$ cat config.mk
export PLATFORM = sky130hd
export DESIGN_NAME = inter_core_link
export DESIGN_NICKNAME = d
export VERILOG_FILES = /design/src/rtl/link_pkg.sv /design/src/rtl/inter_core_link.sv /design/src/rtl/sync3.sv /design/src/rtl/fifo_channel.sv
export VERILOG_INCLUDE_DIRS = /design/src /design/src/rtl
export SDC_FILE = /design/constraint.sdc
export NUM_CORES = 2
export LEC_CHECK = 0
export ABC_CLOCK_PERIOD_IN_PS = 5900
export BUFFER_PORTS_ARGS = -buffer_cell sky130_fd_sc_hd__buf_2
export CAP_MARGIN = 20
export CORE_ASPECT_RATIO = 0.75
export CORE_MARGIN = 2
export CORE_UTILIZATION = 53
export DETAILED_ROUTE_END_ITERATION = 8
export PLACE_DENSITY = 0.67
export SYNTH_ARGS = -nofsm -noshare
export SYNTH_HDL_FRONTEND = slang
export SYNTH_HIERARCHICAL = 1
export SYNTH_SLANG_ARGS = --single-unit
$ cat constraint.sdc
create_clock -name aclk -period 5.9 [get_ports aclk]
set_input_delay 0.59 -clock aclk [delete_from_list [all_inputs] [get_ports aclk]]
set_output_delay 0.59 -clock aclk [all_outputs]
set_load 0.005 [all_outputs]
$ cat src/rtl/link_params.svh
// Register offsets, field positions and timing counts of the inter-core link
`ifndef LINK_PARAMS_SVH
`define LINK_PARAMS_SVH
`define PRI_CTRL_ADDR    8'h00
`define PRI_STAT_ADDR    8'h04
`define PRI_FCS_ADDR     8'h08
`define PRI_WR_PORT_ADDR 8'h0C
`define PRI_RD_PORT_ADDR 8'h10
`define SEC_CTRL_ADDR    8'h20
`define SEC_STAT_ADDR    8'h24
`define SEC_FCS_ADDR     8'h28
`define SEC_WR_PORT_ADDR 8'h2C
`define SEC_RD_PORT_ADDR 8'h30
`define CTL_THR_HI       11
`define CTL_THR_LO       10
`define CTL_REQ          9
`define CTL_ACK          8
`define CTL_SRST_IE      7
`define STAT_SRST        15
`define FCS_WR_EN        15
`define FCS_WR_OVF       11
`define FCS_WR_UDF       10
`define FCS_RD_EN        7
`define FCS_RD_OVF       3
`define FCS_RD_UDF       2
`define SYNC_STAGES      3
`define FIFO_DEPTH       32
`define RESP_OKAY        2'h0
`define RESP_SLVERR      2'h2
`endif

$ cat src/rtl/link_pkg.sv
// Types shared by the inter-core link modules
package link_pkg;
  typedef logic [15:0] word_t;
  typedef enum logic [1:0] {thr_first, thr_half, thr_three_quarter, thr_full} thresh_t;
endpackage : link_pkg

$ cat src/rtl/inter_core_link.sv
// Two-channel inter-core FIFO link with request/acknowledge bits, AXI4-Lite registers
`timescale 1ns/10ps
`include "link_params.svh"
// Function
// - Empty interrupt only on empty rising edge
// - Write clears empty, signals receiver data valid
// - Reset/disable forces empty, blocks empty interrupts
// - Two-bit threshold selects data-valid fill level
// - Write when full: overflow, data dropped
// - Read when empty: underflow, pointer holds
// - Empty interrupt once per empty transition
// - Data-valid held from threshold level until empty
// - Overflow/underflow faults interrupt both processors
// - Overflow sticky, transmitter clears it
// - Underflow sticky, receiver clears it
// - Crossings pass three destination-clock synchroniser
// - Write visible after one plus three clocks
// - Enables and flushing only from primary
// - Control bit 9 requests other-side interrupt
// - Control bit 8 acknowledges other's request
// - Requests/acks writable only by owner
// - Disable wipes storage, pointers, error flags
// - Write ports read zero, read ports ignore writes
// - Word or upper byte advances pointers
// - Re-setting set request gives no interrupt
module inter_core_link import link_pkg::*; #(
  parameter int DEPTH = `FIFO_DEPTH
) (
  input  wire logic        aclk,
  input  wire logic        aresetn,
  input  wire logic [7:0]  awaddr,
  input  wire logic        awvalid,
  output logic             awready,
  input  wire logic [31:0] wdata,
  input  wire logic [3:0]  wstrb,
  input  wire logic        wvalid,
  output logic             wready,
  output logic [1:0]       bresp,
  output logic             bvalid,
  input  wire logic        bready,
  input  wire logic [7:0]  araddr,
  input  wire logic        arvalid,
  output logic             arready,
  output logic [31:0]      rdata,
  output logic [1:0]       rresp,
  output logic             rvalid,
  input  wire logic        rready,
  input  wire logic        secondary_reset_n,
  output logic             primary_empty_irq,
  output logic             primary_data_valid_irq,
  output logic             primary_fault_irq,
  output logic             primary_ipc_irq,
  output logic             primary_srst_irq,
  output logic             secondary_empty_irq,
  output logic             secondary_data_valid_irq,
  output logic             secondary_fault_irq,
  output logic             secondary_ipc_irq
);
  localparam int LW = $clog2(DEPTH) + 1;

  function automatic logic mapped(input logic [7:0] a);
    return a inside {`PRI_CTRL_ADDR, `PRI_STAT_ADDR, `PRI_FCS_ADDR, `PRI_WR_PORT_ADDR,
                     `PRI_RD_PORT_ADDR, `SEC_CTRL_ADDR, `SEC_STAT_ADDR, `SEC_FCS_ADDR,
                     `SEC_WR_PORT_ADDR, `SEC_RD_PORT_ADDR};
  endfunction : mapped

  function automatic logic [LW-1:0] thr_level(input logic [1:0] sel);
    case (thresh_t'(sel))
      thr_first:         return LW'(1);
      thr_half:          return LW'(DEPTH / 2);
      thr_three_quarter: return LW'(3 * DEPTH / 4);
      thr_full:          return LW'(DEPTH);
      default:           return LW'(DEPTH);
    endcase
  endfunction : thr_level

  // Low byte staged by a lower-byte-only write, upper byte completes the word
  function automatic word_t merge_push(input logic [3:0] s, input logic [31:0] d,
                                       input logic [7:0] low);
    return s[0] ? d[15:0] : {d[15:8], low};
  endfunction : merge_push

  function automatic logic [31:0] ctl_word(input logic [1:0] thr, input logic req,
                                           input logic ack, input logic ie);
    logic [31:0] w;
    w = '0;
    w[`CTL_THR_HI:`CTL_THR_LO] = thr;
    w[`CTL_REQ] = req;
    w[`CTL_ACK] = ack;
    w[`CTL_SRST_IE] = ie;
    return w;
  endfunction : ctl_word

  // Field order: wr en/ovf/udf/full/empty, rd en/ovf/udf/full/empty
  function automatic logic [31:0] fcs_word(input logic [9:0] b);
    return {16'h0000, b[9], 3'h0, b[8:5], b[4], 3'h0, b[3:0]};
  endfunction : fcs_word

  // Bus holding registers
  logic [7:0]  aw_q;
  logic [31:0] wd_q;
  logic [3:0]  ws_q;
  logic        aw_held, w_held;
  // Control state
  logic [1:0]  pri_thr, sec_thr;
  logic        pri_req, pri_ack, srst_ie, sec_req, sec_ack;
  logic        wr_en, rd_en, srst_status;
  logic [7:0]  pri_low, sec_low;
  // Views from the other side
  logic        wr_en_sec, rd_en_sec;
  logic        pri_req_s, pri_ack_s, sec_req_s, sec_ack_s, pri_req_sq, sec_req_sq;
  logic        srst_n_s, srst_n_q;
  logic        w_tx_empty_q, r_tx_empty_q;
  // Channel signals (w: primary to secondary, r: secondary to primary)
  word_t       w_pop_data, r_pop_data;
  logic        w_tx_empty, w_tx_full, w_rx_empty, w_rx_full, w_ovf, w_udf, w_ovf_rv, w_udf_tv;
  logic        r_tx_empty, r_tx_full, r_rx_empty, r_rx_full, r_ovf, r_udf, r_ovf_rv, r_udf_tv;
  logic [LW-1:0] w_rx_level, r_rx_level;

  // Write channel decode
  wire         wr_fire = aw_held && w_held && !bvalid;
  wire [7:0]   wa      = {aw_q[7:2], 2'h0};
  wire         ln0     = ws_q[0];
  wire         ln1     = ws_q[1];
  wire         w_pctl  = wr_fire && (wa == `PRI_CTRL_ADDR);
  wire         w_pstat = wr_fire && (wa == `PRI_STAT_ADDR);
  wire         w_pfcs  = wr_fire && (wa == `PRI_FCS_ADDR);
  wire         w_pwp   = wr_fire && (wa == `PRI_WR_PORT_ADDR);
  wire         w_sctl  = wr_fire && (wa == `SEC_CTRL_ADDR);
  wire         w_sfcs  = wr_fire && (wa == `SEC_FCS_ADDR);
  wire         w_swp   = wr_fire && (wa == `SEC_WR_PORT_ADDR);
  wire         p_push  = w_pwp && ln1;
  wire         s_push  = w_swp && ln1;
  wire         w_ovf_clr = w_pfcs && ln1 && wd_q[`FCS_WR_OVF];
  wire         r_udf_clr = w_pfcs && ln0 && wd_q[`FCS_RD_UDF];
  wire         w_udf_clr = w_sfcs && ln1 && wd_q[`FCS_WR_UDF];
  wire         r_ovf_clr = w_sfcs && ln0 && wd_q[`FCS_RD_OVF];
  wire         srst_clr  = w_pstat && ln1 && wd_q[`STAT_SRST];

  // Read channel decode
  wire         rd_fire = arvalid && arready;
  wire [7:0]   ra      = {araddr[7:2], 2'h0};
  wire         p_pop   = rd_fire && (ra == `PRI_RD_PORT_ADDR);
  wire         s_pop   = rd_fire && (ra == `SEC_RD_PORT_ADDR);
  wire [31:0]  p_fcs   = fcs_word({wr_en, w_ovf, w_udf_tv, w_tx_full, w_tx_empty,
                                   rd_en, r_ovf_rv, r_udf, r_rx_full, r_rx_empty});
  wire [31:0]  s_fcs   = fcs_word({wr_en_sec, w_ovf_rv, w_udf, w_rx_full, w_rx_empty,
                                   rd_en_sec, r_ovf, r_udf_tv, r_tx_full, r_tx_empty});
  wire [31:0]  p_stat  = {16'h0000, srst_status, 5'h00, sec_req_s, pri_ack_s, 8'h00};
  wire [31:0]  s_stat  = {16'h0000, 6'h00, pri_req_s, sec_ack_s, 8'h00};
  // Write ports and unmapped offsets read as zero
  wire [31:0]  rd_word =
    (ra == `PRI_CTRL_ADDR)    ? ctl_word(pri_thr, pri_req, pri_ack, srst_ie) :
    (ra == `PRI_STAT_ADDR)    ? p_stat :
    (ra == `PRI_FCS_ADDR)     ? p_fcs :
    (ra == `PRI_RD_PORT_ADDR) ? {16'h0000, r_pop_data} :
    (ra == `SEC_CTRL_ADDR)    ? ctl_word(sec_thr, sec_req, sec_ack, 1'b0) :
    (ra == `SEC_STAT_ADDR)    ? s_stat :
    (ra == `SEC_FCS_ADDR)     ? s_fcs :
    (ra == `SEC_RD_PORT_ADDR) ? {16'h0000, w_pop_data} : 32'h0000_0000;

  assign awready = !aw_held && !bvalid;
  assign wready  = !w_held && !bvalid;
  assign arready = !rvalid;

  always_ff @(posedge aclk) begin
    if (!aresetn) begin
      aw_held <= 1'b0;
      w_held  <= 1'b0;
      bvalid  <= 1'b0;
      bresp   <= `RESP_OKAY;
      aw_q    <= 8'h00;
      wd_q    <= 32'h0000_0000;
      ws_q    <= 4'h0;
    end else begin
      if (awvalid && awready) begin
        aw_held <= 1'b1;
        aw_q    <= awaddr;
      end
      if (wvalid && wready) begin
        w_held <= 1'b1;
        wd_q   <= wdata;
        ws_q   <= wstrb;
      end
      if (wr_fire) begin
        aw_held <= 1'b0;
        w_held  <= 1'b0;
        bvalid  <= 1'b1;
        bresp   <= mapped(wa) ? `RESP_OKAY : `RESP_SLVERR;
      end else if (bvalid && bready) begin
        bvalid <= 1'b0;
      end
    end
  end

  always_ff @(posedge aclk) begin
    if (!aresetn) begin
      rvalid <= 1'b0;
      rdata  <= 32'h0000_0000;
      rresp  <= `RESP_OKAY;
    end else if (rd_fire) begin
      rvalid <= 1'b1;
      rdata  <= rd_word;
      rresp  <= mapped(ra) ? `RESP_OKAY : `RESP_SLVERR;
    end else if (rready) begin
      rvalid <= 1'b0;
    end
  end

  // Each side writes only its own request, acknowledge and selector bits
  always_ff @(posedge aclk) begin
    if (!aresetn) begin
      {pri_thr, pri_req, pri_ack, srst_ie} <= 5'h00;
      {sec_thr, sec_req, sec_ack} <= 4'h0;
      {wr_en, rd_en} <= 2'h0;
      pri_low <= 8'h00;
      sec_low <= 8'h00;
    end else begin
      if (w_pctl && ln1) {pri_thr, pri_req, pri_ack} <= wd_q[`CTL_THR_HI:`CTL_ACK];
      if (w_pctl && ln0) srst_ie <= wd_q[`CTL_SRST_IE];
      if (w_sctl && ln1) {sec_thr, sec_req, sec_ack} <= wd_q[`CTL_THR_HI:`CTL_ACK];
      if (w_pfcs && ln1) wr_en <= wd_q[`FCS_WR_EN];
      if (w_pfcs && ln0) rd_en <= wd_q[`FCS_RD_EN];
      if (w_pwp && ln0 && !ln1) pri_low <= wd_q[7:0];
      if (w_swp && ln0 && !ln1) sec_low <= wd_q[7:0];
    end
  end

  // Sticky secondary-reset status, set on the reset edge; set wins over clear
  always_ff @(posedge aclk) begin
    if (!aresetn) begin
      srst_n_q         <= 1'b0;
      srst_status      <= 1'b0;
      primary_srst_irq <= 1'b0;
    end else begin
      srst_n_q         <= srst_n_s;
      srst_status      <= (srst_n_q && !srst_n_s) || (srst_status && !srst_clr);
      primary_srst_irq <= srst_ie && srst_n_q && !srst_n_s;
    end
  end

  always_ff @(posedge aclk) begin
    if (!aresetn) begin
      w_tx_empty_q <= 1'b1;
      r_tx_empty_q <= 1'b1;
      primary_empty_irq        <= 1'b0;
      secondary_empty_irq      <= 1'b0;
      primary_data_valid_irq   <= 1'b0;
      secondary_data_valid_irq <= 1'b0;
      pri_req_sq        <= 1'b0;
      sec_req_sq        <= 1'b0;
      primary_ipc_irq   <= 1'b0;
      secondary_ipc_irq <= 1'b0;
    end else begin
      w_tx_empty_q <= w_tx_empty;
      r_tx_empty_q <= r_tx_empty;
      primary_empty_irq   <= wr_en && w_tx_empty && !w_tx_empty_q;
      secondary_empty_irq <= rd_en_sec && r_tx_empty && !r_tx_empty_q;
      primary_data_valid_irq <= !r_rx_empty &&
        (primary_data_valid_irq || r_rx_level >= thr_level(pri_thr));
      secondary_data_valid_irq <= !w_rx_empty &&
        (secondary_data_valid_irq || w_rx_level >= thr_level(sec_thr));
      pri_req_sq        <= pri_req_s;
      sec_req_sq        <= sec_req_s;
      secondary_ipc_irq <= pri_req_s && !pri_req_sq;
      primary_ipc_irq   <= sec_req_s && !sec_req_sq;
    end
  end

  assign primary_fault_irq   = w_ovf || w_udf_tv || r_ovf_rv || r_udf;
  assign secondary_fault_irq = w_ovf_rv || w_udf || r_ovf || r_udf_tv;

  sync3 #(.WIDTH(2)) u_en_sync (
    .aclk    (aclk),
    .aresetn (aresetn),
    .d       ({wr_en, rd_en}),
    .q       ({wr_en_sec, rd_en_sec})
  );
  sync3 #(.WIDTH(4)) u_ipc_sync (
    .aclk    (aclk),
    .aresetn (aresetn),
    .d       ({pri_req, sec_ack, sec_req, pri_ack}),
    .q       ({pri_req_s, pri_ack_s, sec_req_s, sec_ack_s})
  );
  sync3 #(.WIDTH(1)) u_srst_sync (
    .aclk    (aclk),
    .aresetn (aresetn),
    .d       (secondary_reset_n),
    .q       (srst_n_s)
  );

  fifo_channel #(.DEPTH(DEPTH)) u_wr_chan (
    .aclk        (aclk),
    .aresetn     (aresetn),
    .enable_tx   (wr_en),
    .enable_rx   (wr_en_sec),
    .push        (p_push),
    .push_data   (merge_push(ws_q, wd_q, pri_low)),
    .pop         (s_pop),
    .ovf_clr     (w_ovf_clr),
    .udf_clr     (w_udf_clr),
    .pop_data    (w_pop_data),
    .tx_empty    (w_tx_empty),
    .tx_full     (w_tx_full),
    .rx_empty    (w_rx_empty),
    .rx_full     (w_rx_full),
    .rx_level    (w_rx_level),
    .ovf         (w_ovf),
    .udf         (w_udf),
    .ovf_rx_view (w_ovf_rv),
    .udf_tx_view (w_udf_tv)
  );

  fifo_channel #(.DEPTH(DEPTH)) u_rd_chan (
    .aclk        (aclk),
    .aresetn     (aresetn),
    .enable_tx   (rd_en_sec),
    .enable_rx   (rd_en),
    .push        (s_push),
    .push_data   (merge_push(ws_q, wd_q, sec_low)),
    .pop         (p_pop),
    .ovf_clr     (r_ovf_clr),
    .udf_clr     (r_udf_clr),
    .pop_data    (r_pop_data),
    .tx_empty    (r_tx_empty),
    .tx_full     (r_tx_full),
    .rx_empty    (r_rx_empty),
    .rx_full     (r_rx_full),
    .rx_level    (r_rx_level),
    .ovf         (r_ovf),
    .udf         (r_udf),
    .ovf_rx_view (r_ovf_rv),
    .udf_tx_view (r_udf_tv)
  );
endmodule : inter_core_link

$ cat src/rtl/sync3.sv
// Multi-stage synchroniser for levels and gray-coded words
`timescale 1ns/10ps
`include "link_params.svh"
module sync3 #(
  parameter int WIDTH  = 1,
  parameter int STAGES = `SYNC_STAGES
) (
  input  wire logic             aclk,
  input  wire logic             aresetn,
  input  wire logic [WIDTH-1:0] d,
  output logic      [WIDTH-1:0] q
);
  logic [WIDTH-1:0] stage [STAGES];

  if (STAGES < 2) begin : g_bad_stages
    $error("sync3 needs at least two stages");
  end

  always_ff @(posedge aclk) begin
    if (!aresetn) begin
      for (int i = 0; i < STAGES; i++) stage[i] <= '0;
    end else begin
      stage[0] <= d;
      for (int i = 1; i < STAGES; i++) stage[i] <= stage[i-1];
    end
  end

  assign q = stage[STAGES-1];
endmodule : sync3

$ cat src/rtl/fifo_channel.sv
// One unidirectional channel: storage, gray pointers, occupancy and error flags
`timescale 1ns/10ps
`include "link_params.svh"
module fifo_channel import link_pkg::*; #(
  parameter int DEPTH = `FIFO_DEPTH
) (
  input  wire logic                     aclk,
  input  wire logic                     aresetn,
  input  wire logic                     enable_tx,
  input  wire logic                     enable_rx,
  input  wire logic                     push,
  input  wire word_t                    push_data,
  input  wire logic                     pop,
  input  wire logic                     ovf_clr,
  input  wire logic                     udf_clr,
  output word_t                         pop_data,
  output logic                          tx_empty,
  output logic                          tx_full,
  output logic                          rx_empty,
  output logic                          rx_full,
  output logic [$clog2(DEPTH):0]        rx_level,
  output logic                          ovf,
  output logic                          udf,
  output logic                          ovf_rx_view,
  output logic                          udf_tx_view
);
  localparam int AW = $clog2(DEPTH);

  if (DEPTH < 4 || (DEPTH & (DEPTH - 1)) != 0) begin : g_bad_depth
    $error("fifo_channel depth must be a power of two of at least four");
  end

  function automatic logic [AW:0] to_gray(input logic [AW:0] b);
    return b ^ (b >> 1);
  endfunction : to_gray

  function automatic logic [AW:0] to_bin(input logic [AW:0] g);
    logic [AW:0] b;
    b[AW] = g[AW];
    for (int i = AW - 1; i >= 0; i--) b[i] = b[i+1] ^ g[i];
    return b;
  endfunction : to_bin

  word_t          mem [DEPTH];
  logic [AW:0]    wptr, rptr, wgray, rgray, wgray_s, rgray_s;
  logic [AW:0]    tx_used;
  logic [AW-1:0]  last_idx;
  logic           wr_ok, rd_ok, ovf_set, udf_set;

  assign tx_used  = wptr - to_bin(rgray_s);
  assign tx_full  = enable_tx && (tx_used == (AW+1)'(DEPTH));
  assign tx_empty = !enable_tx || (wptr == to_bin(rgray_s));
  assign rx_level = enable_rx ? (to_bin(wgray_s) - rptr) : '0;
  assign rx_empty = (rx_level == '0);
  assign rx_full  = (rx_level == (AW+1)'(DEPTH));
  assign wr_ok    = enable_tx && push && !tx_full;
  assign ovf_set  = enable_tx && push && tx_full;
  assign rd_ok    = enable_rx && pop && !rx_empty;
  assign udf_set  = enable_rx && pop && rx_empty;
  assign last_idx = rptr[AW-1:0] - 1'b1;
  // An empty read returns the location read last
  assign pop_data = rx_empty ? mem[last_idx] : mem[rptr[AW-1:0]];

  always_ff @(posedge aclk) begin
    if (!aresetn || !enable_tx) begin
      for (int i = 0; i < DEPTH; i++) mem[i] <= '0;
      wptr  <= '0;
      wgray <= '0;
    end else if (wr_ok) begin
      mem[wptr[AW-1:0]] <= push_data;
      wptr  <= wptr + 1'b1;
      wgray <= to_gray(wptr + 1'b1);
    end
  end

  always_ff @(posedge aclk) begin
    if (!aresetn || !enable_tx) begin
      ovf <= 1'b0;
    end else if (ovf_set) begin
      ovf <= 1'b1;
    end else if (ovf_clr) begin
      ovf <= 1'b0;
    end
  end

  always_ff @(posedge aclk) begin
    if (!aresetn || !enable_rx) begin
      rptr  <= '0;
      rgray <= '0;
      udf   <= 1'b0;
    end else begin
      if (rd_ok) begin
        rptr  <= rptr + 1'b1;
        rgray <= to_gray(rptr + 1'b1);
      end
      if (udf_set) udf <= 1'b1;
      else if (udf_clr) udf <= 1'b0;
    end
  end

  sync3 #(.WIDTH(AW + 1)) u_wsync (.aclk(aclk), .aresetn(aresetn), .d(wgray), .q(wgray_s));
  sync3 #(.WIDTH(AW + 1)) u_rsync (.aclk(aclk), .aresetn(aresetn), .d(rgray), .q(rgray_s));
  sync3 #(.WIDTH(2)) u_fsync (
    .aclk    (aclk),
    .aresetn (aresetn),
    .d       ({ovf, udf}),
    .q       ({ovf_rx_view, udf_tx_view})
  );
endmodule : fifo_channel

* Word level (Yosys, flattened, before mapping) *
Memory sizes are Yosys's and may differ from the RTL's. A register that Yosys moved wholly into a read port is not among the register bits.
Cells that the tools add are included.

operators by class
  equality and inequality tests = 30
  add/sub/neg operators = 10
  bitwise gates (word level) = 52
  mux-type cells = 81
  reduce and logical (&&, ||, !) cells = 114
  order comparisons = 2

operators by type and width
  cell                                                             number
  16-bit two-way mux                                               12
  6-bit two-way mux                                                16
  1-bit logical AND                                                62
  6-bit by 4-bit == test with 1-bit output, second input constant  10
  6-bit case mux with 4 select lines                               2
  16-bit OR reduction                                              2
  5-bit two-way mux                                                6
  1-bit two-way mux                                                29
  1-bit bitwise OR                                                 27
  6-bit by 1-bit adder with 6-bit output, second input constant    4
  6-bit by 2-bit == test with 1-bit output, second input constant  4
  6-bit == test, second input constant                             4
  6-bit subtractor                                                 4
  6-bit by 5-bit bitwise XOR with 6-bit output                     4
  2-bit two-way mux                                                11
  1-bit zero test                                                  20
  10-bit nonzero test                                              2
  1-bit bitwise XOR                                                20
  8-bit zero test                                                  2
  8-bit two-way mux                                                2
  1-bit logical OR                                                 15
  6-bit by 1-bit == test with 1-bit output, second input constant  2
  6-bit by 3-bit == test with 1-bit output, second input constant  2
  6-bit == test                                                    2
  other kinds (10)                                                 25

storage, ports and cells
  register bits = 158
  memory bits (writable) = 1129
  input bits = 60
  logic and storage cells = 346
  output and inout bits = 50
  memories = 11

memory list
  name                     depth  bits a word  rd ports  clocked after memory_dff  wr ports  line                text
  u_rd_chan.mem            32     16           2         1                         32        fifo_channel.sv:44  word_t mem [DEPTH];
  u_wr_chan.mem            32     16           2         1                         32        fifo_channel.sv:44
  u_rd_chan.u_rsync.stage  3      6            3         0                         3         sync3.sv:13         logic [WIDTH-1:0] stage [STAGES];
  u_rd_chan.u_wsync.stage  3      6            3         0                         3         sync3.sv:13
  u_wr_chan.u_rsync.stage  3      6            3         0                         3         sync3.sv:13
  u_wr_chan.u_wsync.stage  3      6            3         0                         3         sync3.sv:13
  +5 memories              -      -            -         -                         -         -

* Depth between registers and ports, before layout *
An unclocked memory read counts as a cell.

  word-level depth = 18
  mapped depth = 22

* Hierarchy *
Netlist, hierarchy kept.

modules (own cells, without submodules)
  module                          sequential area each (µm²)  cells an instance  area an instance (µm²)  instances
  fifo_channel at u_rd_chan       15955.3                     2035               29432.0                 1
  fifo_channel at u_wr_chan       15955.3                     2033               29430.7                 1
  inter_core_link                 1721.7                      527                4391.7                  1
  sync3 at u_rd_chan.u_rsync ...  360.3                       43                 546.8                   4
  sync3 at u_en_sync ...          120.1                       14                 172.7                   3
  sync3 at u_ipc_sync             240.2                       29                 366.6                   1
  sync3 at u_srst_sync            60.1                        6                  78.8                    1

* Least setup slack after synthesis *
No wires, ideal clock.

  path kind = reg-to-reg
  start point = memory u_wr_chan/u_rsync/stage[0][16] (netlist name)
  end point = memory u_wr_chan/mem[23][0] (netlist name), enable pin
  setup slack = 1.810 ns
  arrival = 3.679 ns
  stages on the path, launching flop included = 14
  setup time = 0.411 ns
  cell sequence = dfxtp_1 > buf_4 > xnor2_1 > xor2_1 > xor2_1 > xor2_1 > ha_1 > nor2b_1 > o211ai_1 > a2111o_1 > buf_6 > nand4_4 > buf_6 > o21ai_0

RTL lines
  element             line
  start: declaration  sync3.sv:13
  end: declaration    fifo_channel.sv:44

==> results.md <==
* EDFF count, synth at 1024
* Sequential element share of the synthesized area at 53.8%
* Port bufs at 69
* Clk_skew at 0.0326 ns
* Skew-Pair Late Insertion Delay at 0.77 ns
* GRT Util Overall at 31.6%
* Layout cell share with drive strength beyond 1 at 22.7%
* Final setup TNS at 0 ns
* DRC at 0
* Core area at 124000 um^2
* Via/cell ratio at 6.53
* Tcrit/Tclk final at 80.6%
* Max Cap Violations at 0
* Gates resized, CTS repair at 0
* Commonest cells after routing, fill and taps aside: and2_1 (1095), edfxtp_1 (1024), mux4_2 (512)
* Yosys warns at 6
* Initial DRC count at 6885
* Net count, final at 4886
* First-pass GRT wire length at 289000 um
* First-pass DRT Iterations at 8
* Postcts setup bufs at 0
* Distinct cells, synth at 77
* Clock tree buffer depth at 3
* Synth Cell Area at 66400 um^2
* Post-DRT Antenna Nets at 0
* Slew Viols, Final at 0
* Sw frac at 20.4%
* Worst r2r src: u_wr_chan/u_wsync/stage[0][17]
* Worst Hold Depth at 2
* Clock transition at the registers of the reported paths at 0.06 ns
* Top FF cell, synth: edfxtp_1
* Largest net degree at the start of global routing at 92
* Leak Pwr at 27.8 nW
* Fin worst setup slack at 1.15 ns
* R2r worst-path depth at 16
* Launch point of the worst hold path: secondary_reset_n
* Worst Setup End Kind: flop
* Asr flop ratio synth at 0%
* Final setup viols at 0
* WP buf/inv at 1
* Pwr dens at 252 nW/um^2
* Flop2flop setup slack at 1.15 ns
* HP Class: in2reg
* Max transition margin at 19.3%
* Avg WL per Cell at 31.0 um
* Internal power at 14.5 mW
* Most common cell after layout, fill and taps aside: and2_1
* Worst Max-Slew Pin Slew at 1.21 ns
* Die Area at 128000 um^2
* Total power at 18.3 mW
* Cell Chain, Critical Path: xor2_1, xnor2_1, xnor2_1, xor2_1, xnor2_1, ha_1, inv_1, fa_1, nand3_1, a21oi_1, o21ai_0, o21a_1, or2_2, mux2i_1, a22oi_1, a31oi_1
* Total number of vias at 42700
* Hold Crit Endpoint: u_srst_sync/stage[0][0]
* Peak supply drop at 0.278 mV
* WP data arrival at 5.36 ns
* RR Endpoint: rdata[7]
* Critical path required time at 6.51 ns
* CP Max Fanout at 17
* Total grt overflow at 0
* Initial Utilization at 53.4%
* Psw at 3.73 mW
* Final WL at 203000 um
* CTS HTree Levels at 4
* Area delta synth->final at 9.38%
* Cells after synthesis at 4844
* Vias in the first global route at 40100
* Syn avg cell area at 13.7 um^2
* Clk sinks at 1273
* Clock share of power at 46.1%
* Dpl ws at 1.23 ns
* CP delay by family, top: compound AO/OA/AOI/OAI gates
* Root Buffer: clkbuf_16
* Inserted Clock Buffers at 133
* RePlAce Congestion at 0.939
* Final worst path period need at 4.75 ns
* Chip Width at 413 um
* Hold-fix buffers, CTS at 0
* CTS tree: built
* Die Ht at 311 um
* Combinational share of power at 1.4%
* Crit path largest cell delay at 0.64 ns
* Post-DP HPWL at 134000 um
* Synthesis-stage register bit count at 1273
* Worst Setup Start Kind: flop
* Slowest cell on the critical path: a22oi_1
* RSZ-0062 raised after global routing: no
* Hold Violations, Final at 0
* WS Path Type: reg2reg
* Fmax achieved at 0.210 GHz
* Row cnt at 112
* Status: finished clean
* Flop pwr share at 52.6%
* Initial antenna violation count at 12
* Most frequent CP cell: xnor2_1
* Num ports at 110
[worst reg2reg max path, stage by stage, from the launching register on]
cell and delay [ns]:
dfxtp_1 0.35, xor2_1 0.25, xnor2_1 0.21, xnor2_1 0.21
xor2_1 0.32, xnor2_1 0.17, ha_1 0.18, inv_1 0.06
fa_1 0.42, nand3_1 0.13, a21oi_1 0.09, o21ai_0 0.33
o21a_1 0.20, or2_2 0.56, mux2i_1 0.33, a22oi_1 0.65
a31oi_1 0.16
[per-stage QoR]
stage | cell area, um^2 | utilization [%] | hold slack, ns | cells
finish | 72600 | 58.4 | 0.0558 | 6536
global route | 72600 | 58.4 | 0.0384 | 6534
CTS | 72600 | 58.4 | 0.0106 | 6526
detailed placement | 68200 | 54.9 | 0.376 | 6288
global placement | 68200 | 54.9 | 0.373 | 6286
floorplan | 66500 | - | 0.367 | 4861
[cell usage after synthesis (5+ instances only)]
cell | number | area share [%]
and3_1 | 10 | 0.094
nor3_1 | 44 | 0.33
and2_2 | 64 | 0.72
buf_2 | 85 | 0.64
or3_1 | 16 | 0.15
o31ai_1 | 15 | 0.17
a21boi_0 | 24 | 0.27
a32o_1 | 32 | 0.48
nor3b_1 | 8 | 0.090
nand4_4 | 8 | 0.26
o21ai_0 | 125 | 0.94
xnor2_1 | 47 | 0.62
buf_1 | 12 | 0.068
o22ai_1 | 66 | 0.62
o21ai_1 | 8 | 0.060
mux2i_1 | 169 | 2.5
dfxtp_1 | 249 | 7.5
nand2_1 | 230 | 1.3
buf_6 | 30 | 0.51
nand3b_1 | 10 | 0.11
nor2_2 | 14 | 0.13
nand3_1 | 41 | 0.31
edfxtp_1 | 1024 | 46
nor2_1 | 100 | 0.57
o211ai_1 | 6 | 0.068
a221o_1 | 39 | 0.59
inv_1 | 64 | 0.36
mux4_2 | 512 | 17
buf_4 | 60 | 0.68
xor2_1 | 28 | 0.37
a21oi_1 | 66 | 0.50
nand2b_1 | 10 | 0.094
a22oi_1 | 73 | 0.83
or2_2 | 10 | 0.094
and2_1 | 1095 | 10
a211oi_1 | 6 | 0.068
a221oi_1 | 5 | 0.066
clkbuf_1 | 289 | 1.6
nor2b_1 | 36 | 0.34
ha_1 | 46 | 0.87
[final cells by class]
| type | count | area [um^2] |
|---|---|---|
| Multi-Input combinational cell | 3046 | 28300 |
| Clock buffer | 188 | 3870 |
| Inverter | 66 | 248 |
| Clock inverter | 50 | 448 |
| Fill cell | 9589 | 51700 |
| Sequential cell | 1273 | 35800 |
| Timing Repair Buffer | 258 | 1940 |
| Tap cell | 1653 | 2070 |
| Antenna cell | 2 | 5.00 |
[cells by family after synthesis]
logic type / synth area share [%]
simple gates: 15.3
flops: 53.8
mux: 19.9
buf+inv: 3.90
compound gates: 5.12
xor+xnor: 1.04
fa+ha+maj: 0.927
other cells: 0.00565
[metal layers]
metal  routed length, um  part of all wire (%)  track usage [%]  up-vias
met5                  42                 0.021                0        -
met4                3980                   2.0             6.62        6
met3               34400                    17             13.1      255
met2               82500                    41             42.0     2869
met1               81700                    40             48.3    21700
li1                    -                     -                -    17900
[worst max path at each step]
stage | start | endpoint | slack, ns | cells past startpoint
6_report | u_wr_chan/u_wsync/stage[0][17] | rdata[7] | 1.15 | 16
4_1_cts | u_rd_chan/u_wsync/stage[0][17] | rdata[7] | 1.20 | 16
3_5_place_dp | u_rd_chan/u_wsync/stage[0][17] | rdata[7] | 1.23 | 16
5_1_grt | u_rd_chan/u_wsync/stage[0][17] | rdata[7] | 0.79 | 16
3_3_place_gp | u_rd_chan/u_wsync/stage[0][17] | rdata[7] | 1.32 | 16
2_1_floorplan | u_wr_chan/u_rsync/stage[0][16] | u_wr_chan/mem[23][0] | 1.81 | 13
[power groups by stage]
stage	logic (mW)	clock network, mW	registers, mW
after floorplan	0.127	0	9.78
after global placement	0.246	0	9.79
after global routing	0.268	8.85	9.60
final	0.253	8.42	9.60
after detailed placement	0.249	0	9.79
after CTS	0.250	8.51	9.60
[registers in the layout (all words and copies together), names as in the netlist, 8 cells and up, named ones only]
register,cells
pri_low,8
rdata,16
sec_low,8
u_ipc_sync/stage,12
u_rd_chan/mem,512
u_rd_chan/u_rsync/stage,18
u_rd_chan/u_wsync/stage,18
u_wr_chan/mem,512
u_wr_chan/u_rsync/stage,18
u_wr_chan/u_wsync/stage,18
wd_q,16
(Power assumes the default switching activity.)
